`config.mk`:
```
export PLATFORM = sky130hd
export DESIGN_NAME = sat_serial_transceiver
export DESIGN_NICKNAME = d
export VERILOG_FILES = /design/src/pkg/sat_pkg.sv /design/src/sat_fifo_mem.sv /design/src/sat_serial_transceiver.sv
export VERILOG_INCLUDE_DIRS = /design/src /design/src/pkg
export SDC_FILE = /design/constraint.sdc
export NUM_CORES = 1
export LEC_CHECK = 0
export BUFFER_PORTS_ARGS = -buffer_cell sky130_fd_sc_hd__buf_2
export CAP_MARGIN = 20
export CORE_MARGIN = 1
export CORE_UTILIZATION = 63
export DETAILED_ROUTE_END_ITERATION = 12
export PLACE_DENSITY = 0.82
export SKIP_CTS_REPAIR_TIMING = 1
export SLEW_MARGIN = 20
export SYNTH_ARGS = -nofsm -noshare
export SYNTH_HDL_FRONTEND = slang
export SYNTH_SLANG_ARGS = --single-unit
export TNS_END_PERCENT = 5
```
`constraint.sdc`:
```
create_clock -name clock -period 8.4 [get_ports clock]
set_input_delay 1.68 -clock clock [delete_from_list [all_inputs] [get_ports clock]]
set_output_delay 1.68 -clock clock [all_outputs]
set_load 0.005 [all_outputs]
```
`src/pkg/sat_cfg.svh`:
```
// register map, field positions, reset values and timing counts of the serial transceiver
//------------------------------------------------------------
// Summary of operation
// - asynchronous or clocked synchronous serial mode, chosen by a control bit
// - bit period at least 16 clocks asynchronous, 8 clocks synchronous
// - transmitter and receiver run at the same time, independently
// - character length 7, 8 or 9 bits, same at both ends
// - even, odd or no parity, generated on transmit, checked on receive
// - one or two stop bits appended per character
// - data bits sent and assembled lsb first or msb first
// - receiver flags parity, overrun and framing errors
// - automatic flow: drive rts to throttle, hold transmit while cts deasserted
// - infrared encoder shapes bits into pulses, decoder recovers them
// - rs485 mode drives line driver enable while transmitting
// - transmit and receive fifos each eight characters deep
// - four interrupt kinds: line status, tx empty, rx threshold, rx time-out
// - readable status and flag register with parity, overrun, framing, break
//------------------------------------------------------------
`ifndef SAT_CFG_SVH
`define SAT_CFG_SVH
`define SAT_ADDR_DATA 8'h00
`define SAT_ADDR_CTRL 8'h04
`define SAT_ADDR_BAUD 8'h08
`define SAT_ADDR_FCTL 8'h0c
`define SAT_ADDR_FLAGS 8'h10
`define SAT_ADDR_MASK 8'h14
`define SAT_CTRL_RST 12'h00b
`define SAT_BAUD_RST 16'h01b2
`define SAT_THR_RST 4'h4
`define SAT_TO_RST 4'h4
`define SAT_FCTL_THR_LSB 0
`define SAT_FCTL_TO_LSB 8
`define SAT_F_PE 0
`define SAT_F_FE 1
`define SAT_F_OE 2
`define SAT_F_BI 3
`define SAT_F_TXE 4
`define SAT_F_RXT 5
`define SAT_F_TO 6
`define SAT_NFLAGS 7
`define SAT_F_TXFULL 8
`define SAT_F_RXEMPTY 9
`define SAT_TXCNT_LSB 12
`define SAT_RXCNT_LSB 16
`define SAT_ASYNC_MIN_DIV 16'h0010
`define SAT_SYNC_MIN_DIV 16'h0008
`define SAT_IR_NUM 18'h00003
`define SAT_FIFO_DEPTH 8
`define SAT_RESP_OK 2'h0
`define SAT_RESP_ERR 2'h2
`endif

```
`src/pkg/sat_pkg.sv`:
```
// types shared by the serial transceiver modules
package sat_pkg;
   typedef enum logic [1:0] {SAT_TX_IDLE, SAT_TX_LOAD, SAT_TX_SHIFT} sat_txst_t;
   typedef enum logic [1:0] {SAT_RX_IDLE, SAT_RX_START, SAT_RX_DATA} sat_rxst_t;
   typedef struct packed {
      logic rs485;
      logic irda;
      logic autoFlow;
      logic msbFirst;
      logic stop2;
      logic parOdd;
      logic parEn;
      logic [1:0] wordLen;
      logic syncMode;
      logic txEn;
      logic rxEn;
   } sat_ctrl_t;
   typedef struct packed {
      logic [7:0] awaddr;
      logic awvalid;
      logic [31:0] wdata;
      logic [3:0] wstrb;
      logic wvalid;
      logic bready;
      logic [7:0] araddr;
      logic arvalid;
      logic rready;
   } sat_axi_in_t;
   typedef struct packed {
      logic awready;
      logic wready;
      logic bvalid;
      logic [1:0] bresp;
      logic arready;
      logic rvalid;
      logic [31:0] rdata;
      logic [1:0] rresp;
   } sat_axi_out_t;
   typedef struct packed {
      logic rx;
      logic ctsN;
   } sat_line_in_t;
   typedef struct packed {
      logic tx;
      logic rtsN;
      logic sclk;
      logic drvEn;
   } sat_line_out_t;
endpackage

```
`src/sat_fifo_mem.sv`:
```
// small register-file memory with registered read data, one per fifo
`timescale 1ns/1ps
module sat_fifo_mem #(
   parameter int WIDTH = 9,
   parameter int DEPTH = 8
) (
   input wire logic clock,
   input wire logic wrEn,
   input wire logic [$clog2(DEPTH)-1:0] wrAddr,
   input wire logic [WIDTH-1:0] wrData,
   input wire logic [$clog2(DEPTH)-1:0] rdAddr,
   output logic [WIDTH-1:0] rdData
);
   import sat_pkg::*;
   typedef struct packed {
      logic [DEPTH-1:0][WIDTH-1:0] mem;
      logic [WIDTH-1:0] rdData;
   } sat_mem_state_t;
   sat_mem_state_t s;
   sat_mem_state_t n;
   // write-first: a word pushed into an empty fifo is readable at once, never stale
   always_comb begin
      n = s;
      if (wrEn) begin
         n.mem[wrAddr] = wrData;
      end
      n.rdData = n.mem[rdAddr];
   end
   always_ff @(posedge clock) begin
      s <= n;
   end
   assign rdData = s.rdData;
endmodule

```
`src/sat_serial_transceiver.sv`:
```
// serial transceiver: axi4-lite registers, fifos, transmitter, receiver, flow control
//
// Added by the designer: the address map and the AXI4-Lite slave port.
`timescale 1ns/1ps
`include "sat_cfg.svh"
module sat_serial_transceiver #(
   parameter int DEPTH = `SAT_FIFO_DEPTH,
   parameter int WIDTH = 9
) (
   input wire logic clock,
   input wire logic srst,
   input sat_pkg::sat_axi_in_t axiIn,
   output sat_pkg::sat_axi_out_t axiOut,
   input sat_pkg::sat_line_in_t lineIn,
   output sat_pkg::sat_line_out_t lineOut,
   output logic irq
);
   import sat_pkg::*;
   localparam int AW = $clog2(DEPTH);
   localparam logic [AW:0] FULL = (AW+1)'(DEPTH);
   localparam logic [AW:0] NEAR_FULL = (AW+1)'(DEPTH - 1);

   typedef struct packed {
      logic awready;
      logic wready;
      logic bvalid;
      logic [1:0] bresp;
      logic arready;
      logic rvalid;
      logic [1:0] rresp;
      logic [31:0] rdata;
      logic awHave;
      logic wHave;
      logic [7:0] awAddr;
      logic [31:0] wData;
      logic [3:0] wStrb;
      logic rdPend;
      logic [7:0] arAddr;
      sat_ctrl_t ctrl;
      logic [15:0] baud;
      logic [3:0] rxThr;
      logic [3:0] toChars;
      logic [`SAT_NFLAGS-1:0] flags;
      logic [`SAT_NFLAGS-1:0] mask;
      logic irq;
      logic [AW-1:0] txWp;
      logic [AW-1:0] txRp;
      logic [AW-1:0] rxWp;
      logic [AW-1:0] rxRp;
      logic [AW:0] txCnt;
      logic [AW:0] rxCnt;
      sat_txst_t txSt;
      logic [15:0] txDiv;
      logic [3:0] txBit;
      logic [12:0] txShift;
      logic txOut;
      logic sclk;
      logic drvEn;
      logic rtsN;
      logic rxS1;
      logic rxS2;
      logic ctsS1;
      logic ctsS2;
      logic [15:0] irStretch;
      sat_rxst_t rxSt;
      logic [15:0] rxDiv;
      logic [3:0] rxBit;
      logic [11:0] rxShift;
      logic [15:0] toDiv;
      logic [7:0] toBits;
   } sat_state_t;

   sat_state_t s;
   sat_state_t n;
   logic [WIDTH-1:0] txHead;
   logic [WIDTH-1:0] rxHead;
   logic txPush;
   logic txPop;
   logic rxPush;
   logic rxPop;
   logic rxDone;
   logic rxLine;
   logic [WIDTH-1:0] rxWord;
   logic [11:0] got;
   logic [11:0] gotMask;
   logic [`SAT_NFLAGS-1:0] ev;
   logic [`SAT_NFLAGS-1:0] clr;
   logic [31:0] wv;
   logic [15:0] per;
   logic [15:0] irLen;
   logic [17:0] irProd;
   logic [3:0] nb;
   logic [3:0] fb;
   logic [3:0] lastRx;
   logic [7:0] toLimit;
   logic active;

   //------------------------------------------------------------
   // framing helpers
   //------------------------------------------------------------
   function automatic logic [15:0] bitPeriod(input sat_ctrl_t c, input logic [15:0] b);
      logic [15:0] m;
      m = c.syncMode ? `SAT_SYNC_MIN_DIV : `SAT_ASYNC_MIN_DIV;
      return (b < m) ? m : b;
   endfunction

   function automatic logic [3:0] dataBits(input sat_ctrl_t c);
      return (c.wordLen[1]) ? 4'h9 : 4'h7 + {3'h0, c.wordLen[0]};
   endfunction

   function automatic logic [3:0] frameBits(input sat_ctrl_t c);
      return 4'h1 + dataBits(c) + {3'h0, c.parEn} + (c.stop2 ? 4'h2 : 4'h1);
   endfunction

   // line order, bit 0 first; unused tail stays high so stop bits fall out naturally
   function automatic logic [12:0] buildFrame(input sat_ctrl_t c, input logic [8:0] d);
      logic [12:0] f;
      logic [3:0] k;
      logic p;
      f = '1;
      k = dataBits(c);
      p = c.parOdd;
      f[0] = 1'b0;
      for (int i = 0; i < 9; i++) begin
         if (i < int'(k)) begin
            f[i+1] = c.msbFirst ? d[int'(k)-1-i] : d[i];
            p = p ^ d[i];
         end
      end
      if (c.parEn) begin
         f[k+4'h1] = p;
      end
      return f;
   endfunction

   function automatic logic [8:0] takeData(input sat_ctrl_t c, input logic [11:0] r);
      logic [8:0] d;
      logic [3:0] k;
      d = '0;
      k = dataBits(c);
      for (int i = 0; i < 9; i++) begin
         if (i < int'(k)) begin
            d[i] = c.msbFirst ? r[int'(k)-1-i] : r[i];
         end
      end
      return d;
   endfunction

   function automatic logic mapped(input logic [7:0] a);
      return a == `SAT_ADDR_DATA || a == `SAT_ADDR_CTRL || a == `SAT_ADDR_BAUD ||
         a == `SAT_ADDR_FCTL || a == `SAT_ADDR_FLAGS || a == `SAT_ADDR_MASK;
   endfunction

   function automatic logic [31:0] regRead(input sat_state_t st, input logic [7:0] a, input logic [8:0] head);
      logic [31:0] r;
      r = '0;
      case (a)
         `SAT_ADDR_DATA: r[8:0] = head;
         `SAT_ADDR_CTRL: r[11:0] = st.ctrl;
         `SAT_ADDR_BAUD: r[15:0] = st.baud;
         `SAT_ADDR_FCTL: begin
            r[`SAT_FCTL_THR_LSB +: 4] = st.rxThr;
            r[`SAT_FCTL_TO_LSB +: 4] = st.toChars;
         end
         `SAT_ADDR_FLAGS: begin
            r[`SAT_NFLAGS-1:0] = st.flags;
            r[`SAT_F_TXFULL] = st.txCnt == FULL;
            r[`SAT_F_RXEMPTY] = st.rxCnt == '0;
            r[`SAT_TXCNT_LSB +: 4] = 4'(st.txCnt);
            r[`SAT_RXCNT_LSB +: 4] = 4'(st.rxCnt);
         end
         `SAT_ADDR_MASK: r[`SAT_NFLAGS-1:0] = st.mask;
         default: r = '0;
      endcase
      return r;
   endfunction

   function automatic logic [31:0] merge(input logic [31:0] old, input logic [31:0] d, input logic [3:0] be);
      logic [31:0] r;
      r = old;
      for (int i = 0; i < 4; i++) begin
         if (be[i]) begin
            r[8*i +: 8] = d[8*i +: 8];
         end
      end
      return r;
   endfunction

   //------------------------------------------------------------
   // next state
   //------------------------------------------------------------
   always_comb begin
      n = s;
      txPush = 1'b0;
      txPop = 1'b0;
      rxPush = 1'b0;
      rxPop = 1'b0;
      rxDone = 1'b0;
      ev = '0;
      clr = '0;
      wv = '0;
      per = bitPeriod(s.ctrl, s.baud);
      nb = dataBits(s.ctrl);
      fb = frameBits(s.ctrl);
      lastRx = nb + {3'h0, s.ctrl.parEn};
      irProd = {2'h0, per} * `SAT_IR_NUM;
      irLen = {2'h0, irProd[17:4]};
      toLimit = {4'h0, s.toChars} * {4'h0, fb};
      // line pins come from another domain
      n.rxS1 = lineIn.rx;
      n.rxS2 = s.rxS1;
      n.ctsS1 = lineIn.ctsN;
      n.ctsS2 = s.ctsS1;
      // infrared decoder: a high pulse marks a zero bit, stretched over one bit period
      if (s.rxS2) begin
         n.irStretch = per;
      end else if (s.irStretch != '0) begin
         n.irStretch = s.irStretch - 16'h0001;
      end
      rxLine = s.ctrl.irda ? (s.irStretch == '0) : s.rxS2;

      // register writes
      if (axiIn.awvalid && s.awready) begin
         n.awHave = 1'b1;
         n.awAddr = axiIn.awaddr;
      end
      if (axiIn.wvalid && s.wready) begin
         n.wHave = 1'b1;
         n.wData = axiIn.wdata;
         n.wStrb = axiIn.wstrb;
      end
      if (s.bvalid && axiIn.bready) begin
         n.bvalid = 1'b0;
      end
      if (s.awHave && s.wHave && !s.bvalid) begin
         n.awHave = 1'b0;
         n.wHave = 1'b0;
         n.bvalid = 1'b1;
         n.bresp = mapped(s.awAddr) ? `SAT_RESP_OK : `SAT_RESP_ERR;
         wv = merge(regRead(s, s.awAddr, rxHead), s.wData, s.wStrb);
         case (s.awAddr)
            `SAT_ADDR_DATA: txPush = s.wStrb[0] && s.txCnt != FULL;
            `SAT_ADDR_CTRL: n.ctrl = sat_ctrl_t'(wv[11:0]);
            `SAT_ADDR_BAUD: n.baud = wv[15:0];
            `SAT_ADDR_FCTL: begin
               n.rxThr = wv[`SAT_FCTL_THR_LSB +: 4];
               n.toChars = wv[`SAT_FCTL_TO_LSB +: 4];
            end
            `SAT_ADDR_FLAGS: clr = s.wStrb[0] ? s.wData[`SAT_NFLAGS-1:0] : '0;
            `SAT_ADDR_MASK: n.mask = wv[`SAT_NFLAGS-1:0];
            default: n.bresp = `SAT_RESP_ERR;
         endcase
      end
      n.awready = !n.awHave && !n.bvalid;
      n.wready = !n.wHave && !n.bvalid;

      // register reads, one cycle behind the address so the fifo head has settled
      if (axiIn.arvalid && s.arready) begin
         n.rdPend = 1'b1;
         n.arAddr = axiIn.araddr;
      end
      if (s.rvalid && axiIn.rready) begin
         n.rvalid = 1'b0;
      end
      if (s.rdPend) begin
         n.rdPend = 1'b0;
         n.rvalid = 1'b1;
         n.rdata = regRead(s, s.arAddr, rxHead);
         n.rresp = mapped(s.arAddr) ? `SAT_RESP_OK : `SAT_RESP_ERR;
         rxPop = s.arAddr == `SAT_ADDR_DATA && s.rxCnt != '0;
      end
      n.arready = !n.rdPend && !n.rvalid;

      //------------------------------------------------------------
      // transmitter
      //------------------------------------------------------------
      case (s.txSt)
         SAT_TX_IDLE: begin
            if (s.ctrl.txEn && s.txCnt != '0 && !(s.ctrl.autoFlow && s.ctsS2)) begin
               n.txSt = SAT_TX_LOAD;
            end
         end
         SAT_TX_LOAD: begin
            n.txShift = buildFrame(s.ctrl, txHead);
            txPop = 1'b1;
            n.txDiv = '0;
            n.txBit = '0;
            n.txSt = SAT_TX_SHIFT;
         end
         SAT_TX_SHIFT: begin
            if (s.txDiv == per - 16'h0001) begin
               n.txDiv = '0;
               n.txShift = {1'b1, s.txShift[12:1]};
               n.txBit = s.txBit + 4'h1;
               if (s.txBit == fb - 4'h1) begin
                  n.txSt = SAT_TX_IDLE;
               end
            end else begin
               n.txDiv = s.txDiv + 16'h0001;
            end
         end
         default: n.txSt = SAT_TX_IDLE;
      endcase
      active = n.txSt == SAT_TX_SHIFT;
      if (!active) begin
         n.txOut = !s.ctrl.irda;
      end else if (s.ctrl.irda) begin
         n.txOut = !n.txShift[0] && n.txDiv < irLen;
      end else begin
         n.txOut = n.txShift[0];
      end
      // synchronous mode: clock rises mid-bit for data bits only
      n.sclk = s.ctrl.syncMode && active && n.txBit != '0 && n.txBit <= nb && n.txDiv >= (per >> 1);
      n.drvEn = s.ctrl.rs485 && n.txSt != SAT_TX_IDLE;

      //------------------------------------------------------------
      // receiver
      //------------------------------------------------------------
      case (s.rxSt)
         SAT_RX_IDLE: begin
            if (s.ctrl.rxEn && !rxLine) begin
               n.rxSt = SAT_RX_START;
               n.rxDiv = '0;
            end
         end
         SAT_RX_START: begin
            if (s.rxDiv == (per >> 1) - 16'h0001) begin
               n.rxDiv = '0;
               n.rxBit = '0;
               n.rxShift = '0;
               n.rxSt = rxLine ? SAT_RX_IDLE : SAT_RX_DATA;
            end else begin
               n.rxDiv = s.rxDiv + 16'h0001;
            end
         end
         SAT_RX_DATA: begin
            if (s.rxDiv == per - 16'h0001) begin
               n.rxDiv = '0;
               n.rxShift[s.rxBit] = rxLine;
               n.rxBit = s.rxBit + 4'h1;
               if (s.rxBit == lastRx) begin
                  n.rxSt = SAT_RX_IDLE;
                  rxDone = 1'b1;
               end
            end else begin
               n.rxDiv = s.rxDiv + 16'h0001;
            end
         end
         default: n.rxSt = SAT_RX_IDLE;
      endcase
      got = n.rxShift;
      gotMask = ~(12'hfff << (lastRx + 4'h1));
      rxWord = takeData(s.ctrl, got);
      if (rxDone) begin
         ev[`SAT_F_PE] = s.ctrl.parEn && ((^rxWord) ^ s.ctrl.parOdd ^ got[nb]);
         ev[`SAT_F_FE] = !got[lastRx];
         ev[`SAT_F_BI] = (got & gotMask) == '0;
         if (s.rxCnt != FULL || rxPop) begin
            rxPush = 1'b1;
         end else begin
            ev[`SAT_F_OE] = 1'b1;
         end
      end

      //------------------------------------------------------------
      // fifo bookkeeping
      //------------------------------------------------------------
      if (txPush) begin
         n.txWp = s.txWp + 1'b1;
      end
      if (txPop) begin
         n.txRp = s.txRp + 1'b1;
      end
      n.txCnt = s.txCnt + (AW+1)'(txPush) - (AW+1)'(txPop);
      if (rxPush) begin
         n.rxWp = s.rxWp + 1'b1;
      end
      if (rxPop) begin
         n.rxRp = s.rxRp + 1'b1;
      end
      n.rxCnt = s.rxCnt + (AW+1)'(rxPush) - (AW+1)'(rxPop);
      ev[`SAT_F_TXE] = txPop && !txPush && s.txCnt == (AW+1)'(1);
      ev[`SAT_F_RXT] = rxPush && 4'(n.rxCnt) == s.rxThr;

      // quiet-line counter in bit periods; stops once it has fired
      if (rxPush || rxPop || s.rxSt != SAT_RX_IDLE || s.rxCnt == '0) begin
         n.toDiv = '0;
         n.toBits = '0;
      end else if (s.toBits != toLimit) begin
         if (s.toDiv == per - 16'h0001) begin
            n.toDiv = '0;
            n.toBits = s.toBits + 8'h01;
            ev[`SAT_F_TO] = n.toBits == toLimit;
         end else begin
            n.toDiv = s.toDiv + 16'h0001;
         end
      end

      // throttle the far sender one slot before the receive fifo fills
      n.rtsN = s.ctrl.autoFlow && n.rxCnt >= NEAR_FULL;
      // a hardware event in the clearing cycle survives
      n.flags = (s.flags & ~clr) | ev;
      n.irq = |(n.flags & n.mask);

      if (srst) begin
         n = '0;
         n.ctrl = sat_ctrl_t'(`SAT_CTRL_RST);
         n.baud = `SAT_BAUD_RST;
         n.rxThr = `SAT_THR_RST;
         n.toChars = `SAT_TO_RST;
         n.txSt = SAT_TX_IDLE;
         n.rxSt = SAT_RX_IDLE;
         n.txOut = 1'b1;
         n.rxS1 = 1'b1;
         n.rxS2 = 1'b1;
         n.ctsS1 = 1'b1;
         n.ctsS2 = 1'b1;
      end
   end

   always_ff @(posedge clock) begin
      s <= n;
   end

   //------------------------------------------------------------
   // fifo storage
   //------------------------------------------------------------
   sat_fifo_mem #(.WIDTH(WIDTH), .DEPTH(DEPTH)) txMem (
      .clock(clock),
      .wrEn(txPush),
      .wrAddr(s.txWp),
      .wrData(s.wData[WIDTH-1:0]),
      .rdAddr(s.txRp),
      .rdData(txHead)
   );

   sat_fifo_mem #(.WIDTH(WIDTH), .DEPTH(DEPTH)) rxMem (
      .clock(clock),
      .wrEn(rxPush),
      .wrAddr(s.rxWp),
      .wrData(rxWord),
      .rdAddr(s.rxRp),
      .rdData(rxHead)
   );

   assign axiOut.awready = s.awready;
   assign axiOut.wready = s.wready;
   assign axiOut.bvalid = s.bvalid;
   assign axiOut.bresp = s.bresp;
   assign axiOut.arready = s.arready;
   assign axiOut.rvalid = s.rvalid;
   assign axiOut.rdata = s.rdata;
   assign axiOut.rresp = s.rresp;
   assign lineOut.tx = s.txOut;
   assign lineOut.rtsN = s.rtsN;
   assign lineOut.sclk = s.sclk;
   assign lineOut.drvEn = s.drvEn;
   assign irq = s.irq;
endmodule

```
Yosys cells after proc, flatten, opt, wreduce, memory -nomap -nowiden
Cells that the tools add are included.
Operators by class
  add/subtract/negate cells: 33
  bitwise logic cells: 17
  multiplexer cells: 217
  multiply operators: 2
  magnitude comparators: 35
  equal/unequal tests: 34
  reductions and logical operators: 87
  shift-type cells: 1
Operators with widths (count)
  < comparator 32 x 6 -> 1 bit (second input constant): 7
  bitwise mux 72 bit: 2
  two-way mux 16 bit: 9
  two-way mux 72 bit: 2
  two-way mux 1 bit: 124
  binary-select mux 1 bit (select 4 bit): 20
  case mux 33 bit (2 select lines): 1
  == test 16 bit: 4
  binary-select mux 9 bit (select 3 bit): 2
  demux 9 bit (select 3 bit): 2
  adder 16 x 1 -> 16 bit (second input constant): 3
  case mux 16 bit (3 select lines): 1
  two-way mux 9 bit: 5
  two-way mux 35 bit: 1
  two-way mux 7 bit: 5
  == test 8 x 4 -> 1 bit (second input constant): 4
  == test 8 x 5 -> 1 bit (second input constant): 4
  case mux 16 bit (2 select lines): 1
  subtractor 16 x 1 -> 16 bit (second input constant): 2
  logical AND 1 bit: 31
  case mux 3 bit (5 select lines): 2
  two-way mux 2 bit: 12
  case mux 4 bit (6 select lines): 1
  subtractor 5 x 4 -> 6 bit (second input constant): 4
  83 further kinds: 177
Storage, ports and cells
  register bits: 416
  output and inout port bits: 46
  input bits: 61

Logic depth before layout (Yosys ltp)
  word-level depth: 36
  gate-level depth with buffers: 33
  mapped depth without buffers: 31

By module
A second synthesis with hierarchy kept.
Unflattened totals
  cell total of the unflattened synthesis: 3024
  area, all modules: 26020.0 µm²
By module, submodules not included
  sat_serial_transceiver: times used 1, seq. area each 5044.8 µm², area each 18770.5 µm², cells each 2411
  sat_fifo_mem (rxMem): times used 1, seq. area each 1621.6 µm², area each 3926.3 µm², cells each 345
  sat_fifo_mem (txMem): times used 1, seq. area each 1621.6 µm², area each 3323.2 µm², cells each 268

Worst setup path after synthesis
Ideal clock, no wire load.
  path type: register to register
  start point: reg s[174] in the netlist's numbering
  end point: reg s[145] in the netlist's numbering
  buffers on the path: 3
  library setup time: 0.132 ns
  stages on the path, launching flop included: 28
  slack: 2.148 ns
  arrival: 6.119 ns
  period minus slack after synthesis: 6.252 ns
  cell sequence: dfxtp_1 -> inv_1 -> ha_1 -> nor3b_1 -> o21ai_1 -> buf_2 -> buf_2 -> nor3_1 -> a21o_1 -> inv_1 -> ha_1 -> nor4bb_4 -> and2_1 -> and3_1 -> a211o_1 -> or4_1 -> or4_4 -> buf_6 -> nor3_4 -> nor2_2 -> or3_4 -> mux2_4 -> o211ai_4 -> xnor2_1 -> xnor3_1 -> xor3_1 -> nand3_1 -> a21oi_1
On the way
  cells in the longest elaborated chain, start to end: 17
RTL lines
  start: declaration: line sat_serial_transceiver.sv:73  | sat_state_t s;
  start signal: assignment: line sat_serial_transceiver.sv:422  | s <= n;
  < comparator 16 x 5 -> 1 bit: line sat_serial_transceiver.sv:104  | return (b < m) ? m : b;
  two-way mux 16 bit *: line sat_serial_transceiver.sv:104
  subtractor 16 x 1 -> 16 bit / subtractor 15 x 1 -> 16 bit (equally long branches): line sat_serial_transceiver.sv:337, sat_serial_transceiver.sv:327
  == test 16 bit, on equally long branches: line sat_serial_transceiver.sv:337, sat_serial_transceiver.sv:327
  two-way mux 16 bit, on equally long branches: line sat_serial_transceiver.sv:337, sat_serial_transceiver.sv:327
  case mux 16 bit (2 select lines): line sat_serial_transceiver.sv:319  | case (s.rxSt)
  binary-select mux 1 bit (select 4 bit): line sat_serial_transceiver.sv:143  | d[i] = c.msbFirst ? r[int'(k)-1-i] : r[i];
  two-way mux 1 bit (not written as such) (2 in a row): line sat_serial_transceiver.sv:143
  two-way mux 1 bit: line sat_serial_transceiver.sv:143
  two-way mux 1 bit: line sat_serial_transceiver.sv:142  | if (i < int'(k)) begin
  XOR reduction 9 bit: line sat_serial_transceiver.sv:355  | ev[`SAT_F_PE] = s.ctrl.parEn && ((^rxWord) ^ s.ctrl.parOdd ^ got[nb]);
  XOR 1 bit (2 in a row): line sat_serial_transceiver.sv:355
  logical AND 1 bit: line sat_serial_transceiver.sv:355
  two-way mux 4 bit *: line sat_serial_transceiver.sv:354  | if (rxDone) begin
  OR 7 bit *: line sat_serial_transceiver.sv:402  | n.flags = (s.flags & ~clr) | ev;
Every way passes the cells marked *; elsewhere a longest branch is shown, timed or not. The select of a mux whose other input is x is not followed.
A chain may end at the register's enable or synchronous reset.

Final worst setup path
  start point: reg s[175] in the netlist's numbering
  end point: reg s, in the netlist irq
On the way
  cells in the longest elaborated chain, start to end: 19
RTL lines
  < comparator 16 x 5 -> 1 bit: line sat_serial_transceiver.sv:104
  two-way mux 16 bit *: line sat_serial_transceiver.sv:104
  subtractor 16 x 1 -> 16 bit / subtractor 15 x 1 -> 16 bit (equally long branches): line sat_serial_transceiver.sv:337, sat_serial_transceiver.sv:390, sat_serial_transceiver.sv:327
  == test 16 bit, on equally long branches: line sat_serial_transceiver.sv:337, sat_serial_transceiver.sv:327
  two-way mux 16 bit, on equally long branches: line sat_serial_transceiver.sv:337, sat_serial_transceiver.sv:327
  case mux 16 bit (2 select lines): line sat_serial_transceiver.sv:319
  binary-select mux 1 bit (select 4 bit): line sat_serial_transceiver.sv:143
  two-way mux 1 bit (not written as such) (2 in a row): line sat_serial_transceiver.sv:143
  two-way mux 1 bit: line sat_serial_transceiver.sv:143
  two-way mux 1 bit: line sat_serial_transceiver.sv:142
  XOR reduction 9 bit: line sat_serial_transceiver.sv:355
  XOR 1 bit (2 in a row): line sat_serial_transceiver.sv:355
  logical AND 1 bit: line sat_serial_transceiver.sv:355
  two-way mux 4 bit: line sat_serial_transceiver.sv:354
  OR 7 bit *: line sat_serial_transceiver.sv:402
  bitwise AND 7 bit *: line sat_serial_transceiver.sv:403  | n.irq = |(n.flags & n.mask);
  OR reduction 7 bit *: line sat_serial_transceiver.sv:403
Marked as above.

==> metrics.md <==
| Metric | Value |
|---|---|
| Multi-input gate area | 14800 sq um |
| Comb power frac | 0.086 |
| Switching portion of total power | 0.268 |
| Fmax | 131 MHz |
| Fillers | 2950 |
| Setup crit end kind | flip-flop |
| Final hold slack | 0.410 ns |
| Routed len/inst | 21.9 microns |
| Worst Hold Launch | s[75] |
| Die span in y | 199 microns |
| Total net switching power | 1.21 mW |
| GRT overflow | 0 |
| CTS H-tree depth | 2 |
| Reg area | 8290 sq um |
| IO Count | 107 |
| Initial antenna violation count | 0 |
| DRC viols | 0 |
| EDFF count, synth | 0 |
| Pwr per Cell Area | 170 nW/um^2 |
| Yosys cell types | 103 |
| Syn Inst Count | 2924 |
| Internal Power | 3.31 mW |
| Drt pass-1 iters | 6 |
| Starting Density | 0.645 |
| Setup TNS | 0 ns |
| Ys Warns | 0 |
| CP required | 8.92 ns |
| Cell count of the worst reg-to-reg path | 23 |
| Endpoints failing hold | 0 |
| Critical path class | reg2reg |
| Outcome | finished, final reports clean |
| Synthesis-to-layout area growth | 8.38% |
| Fin crit period | 7.65 ns |
| Worst slew margin | 0.228 |
| Hold Path Stages | 1 |
| IO buf count | 74 |
| Syn Area/Cell | 8.37 sq um |
| Final setup fails | 0 |
| Sequential share of the synthesized area | 0.339 |
| Worst Setup SP | s[175] |
| Detail Route Antenna Nets | 0 |
| Pins Over Slew Limit | 0 |
| Startpoint Class | flip-flop |
| Flops & latches, synth | 414 |
| Share of the synthesized area in the top cell type | 0.339 |
| Full die area | 39600 sq um |
| Cell area after synthesis | 24500 sq um |
| Cell taking the most area after synthesis | dfxtp_1 |
| Share of power burned in registers | 0.453 |
| Largest net degree at the start of global routing | 93 |
| FFs w/ async S/R, synth | 0 |
| Finished Cell Area | 26500 sq um |
| Root buf cell | clkbuf_16 |
| Max Cap Violations | 0 |
| Final Skew | 0.0488 ns |
| ANT cells | 0 |
| Worst Path Max Fanout | 12 |
| Global-route wire length before repair | 118000 microns |
| Die Wd | 199 microns |
| Core area | 37900 sq um |
| Nets | 3089 |
| Post-DP HPWL | 53900 microns |
| Via count | 22.3k |
| Vias in the first global route | 21.9k |
| Worst min path class | reg2reg |
| Placed Area | 25000 sq um |
| Tcrit/Tclk final | 0.910 |
| Maximum vdd drop | 0.202 mV |
| Main synth FF type | dfxtp_1 |
| Reg-to-reg startpoint | s[175] |
| Row count | 71 |
| Final wirelength | 75500 microns |
| Worst-margin pin slew | 1.15 ns |
| Clk network pwr share | 0.461 |
| Routed vias/inst | 6.47 |
| RSZ-0062 raised after global routing | false |
| GP Congestion | 0.993 |
| Sink Count | 414 |
| TritonCTS Buffers | 44 |
| 1st-iter DRT viols | 2012 |
| Total track usage | 0.383 |
| Most area-consuming cells after synthesis | dfxtp_1 34%, ha_1 6.0%, nand2_1 5.3%, nor2_1 5.1%, a21oi_1 4.1% |
| Max Root-Sink Buffers | 3 |
| Share of cells above drive strength 1 | 0.131 |
| Total power | 4.52 mW |
| CTS tree | yes |
| Clock-pin transition on the worst setup and hold timing paths | 0.06 ns |
| Leak | 10.6 nW |
| CP arrival | 8.17 ns |
| Skew-Pair Late Insertion Delay | 0.63 ns |
[flip-flops by register name, indices dropped and copies added (netlist names)]
signal        count
axiOut           27
irq               1
lineOut           4
rxMem.rdData      9
rxMem.s          72
s               220
txMem.rdData      9
txMem.s          72
[area by class of cell]
cell class              instances  share of cell area
multi-input cells            2201               0.559
repair buffers                134              0.0312
clock inverters                28              0.0132
inverters                     106              0.0150
clock buffers                  54              0.0456
flip-flops and latches        414               0.312
well taps                     511              0.0241
[cell usage after synthesis, types with 44 or more instances]
library cell	n
nor2_1	333
clkbuf_1	134
dfxtp_1	414
nor3_1	56
a21oi_1	200
xnor2_1	89
buf_4	51
and2_1	46
ha_1	118
nand3_1	74
xor2_1	58
mux2_2	77
and3_1	44
inv_1	97
nand2_1	347
o21ai_0	133
[layer usage]
layer  wire (microns)  GRT usage
met3             6230     0.0678
met1            29200      0.462
met2            35200      0.631
met5                0          0
met4             4880      0.241
[power groups by stage]
stage / sequential, mW / clock, mW / combinational (mW)
floorplan: 2.06 / 0 / 0.290
global placement: 2.08 / 0 / 0.355
detailed placement: 2.09 / 0 / 0.369
CTS: 2.04 / 2.09 / 0.374
global route: 2.05 / 2.17 / 0.421
finish: 2.05 / 2.08 / 0.386
[metrics by stage]
| stage | cells | worst slack [ns] | util |
|---|---|---|---|
| final | 3448 | 0.753 | 0.699 |
| after global placement | 3365 | 1.20 | 0.658 |
| after global routing | 3448 | 0.299 | 0.699 |
| after detailed placement | 3365 | 1.01 | 0.658 |
| after CTS | 3447 | 0.945 | 0.699 |
| after floorplan | 2937 | 2.15 | - |
[critical path, cell delays in order, from the launching register on]
cell and delay [ns]:
dfxtp_1 0.31, inv_1 0.24, ha_1 0.30, nor3b_1 0.28, o21ai_1 0.14, buf_4 0.20, o21ai_1 0.38, ha_1 0.48
nor3b_1 0.48, xnor3_1 0.33, o22ai_1 0.14, a2bb2oi_1 0.09, nor4b_1 0.53, nand4_1 0.26, o21ai_0 0.61, a31oi_1 0.29
nor2b_1 0.52, o32a_1 0.23, nand3_1 0.33, xnor3_1 0.47, xnor3_1 0.21, xor3_1 0.29, nand3_1 0.15, o31ai_2 0.27
[worst paths after layout]
path         slack (ns)  endpoint
max                0.75       irq
min                0.41     s[74]
max reg2reg        0.75       irq
min reg2reg        0.41     s[74]
[cell usage in the layout, fill, tap and decap left out, types with 14 or more instances in the layout]
cell	synthesis	routed
a211oi_1	38	38
a21o_1	18	18
a21oi_1	200	200
a22oi_1	42	42
a31oi_1	19	19
and2_1	46	46
and3_1	44	44
buf_2	12	73
buf_4	51	59
clkbuf_16	0	44
conb_1	1	14
dfxtp_1	414	414
ha_1	118	118
inv_1	97	97
mux2_2	77	77
mux2i_1	39	39
mux4_2	36	36
nand2_1	347	347
nand2b_1	32	32
nand3_1	74	74
nand4_1	28	28
nor2_1	333	333
nor2b_1	28	28
nor3_1	56	56
nor4_1	26	24
o211ai_1	19	19
o21ai_0	133	133
or2_2	20	20
xnor2_1	89	89
xor2_1	58	58
[logic make-up (layout without fill, tap and decap cells)]
family          count (synthesis)  count (layout)  synth area share
flops                         414             414             0.339
simple gates                 1113            1113             0.217
other cells                     1              14          0.000153
buf+inv                       322             322            0.0592
fa+ha+maj                     128             128            0.0681
compound gates                634             634             0.168
mux                           153             153            0.0851
xor+xnor                      159             159            0.0637
Note: power is estimated with default switching activity, not from simulation.
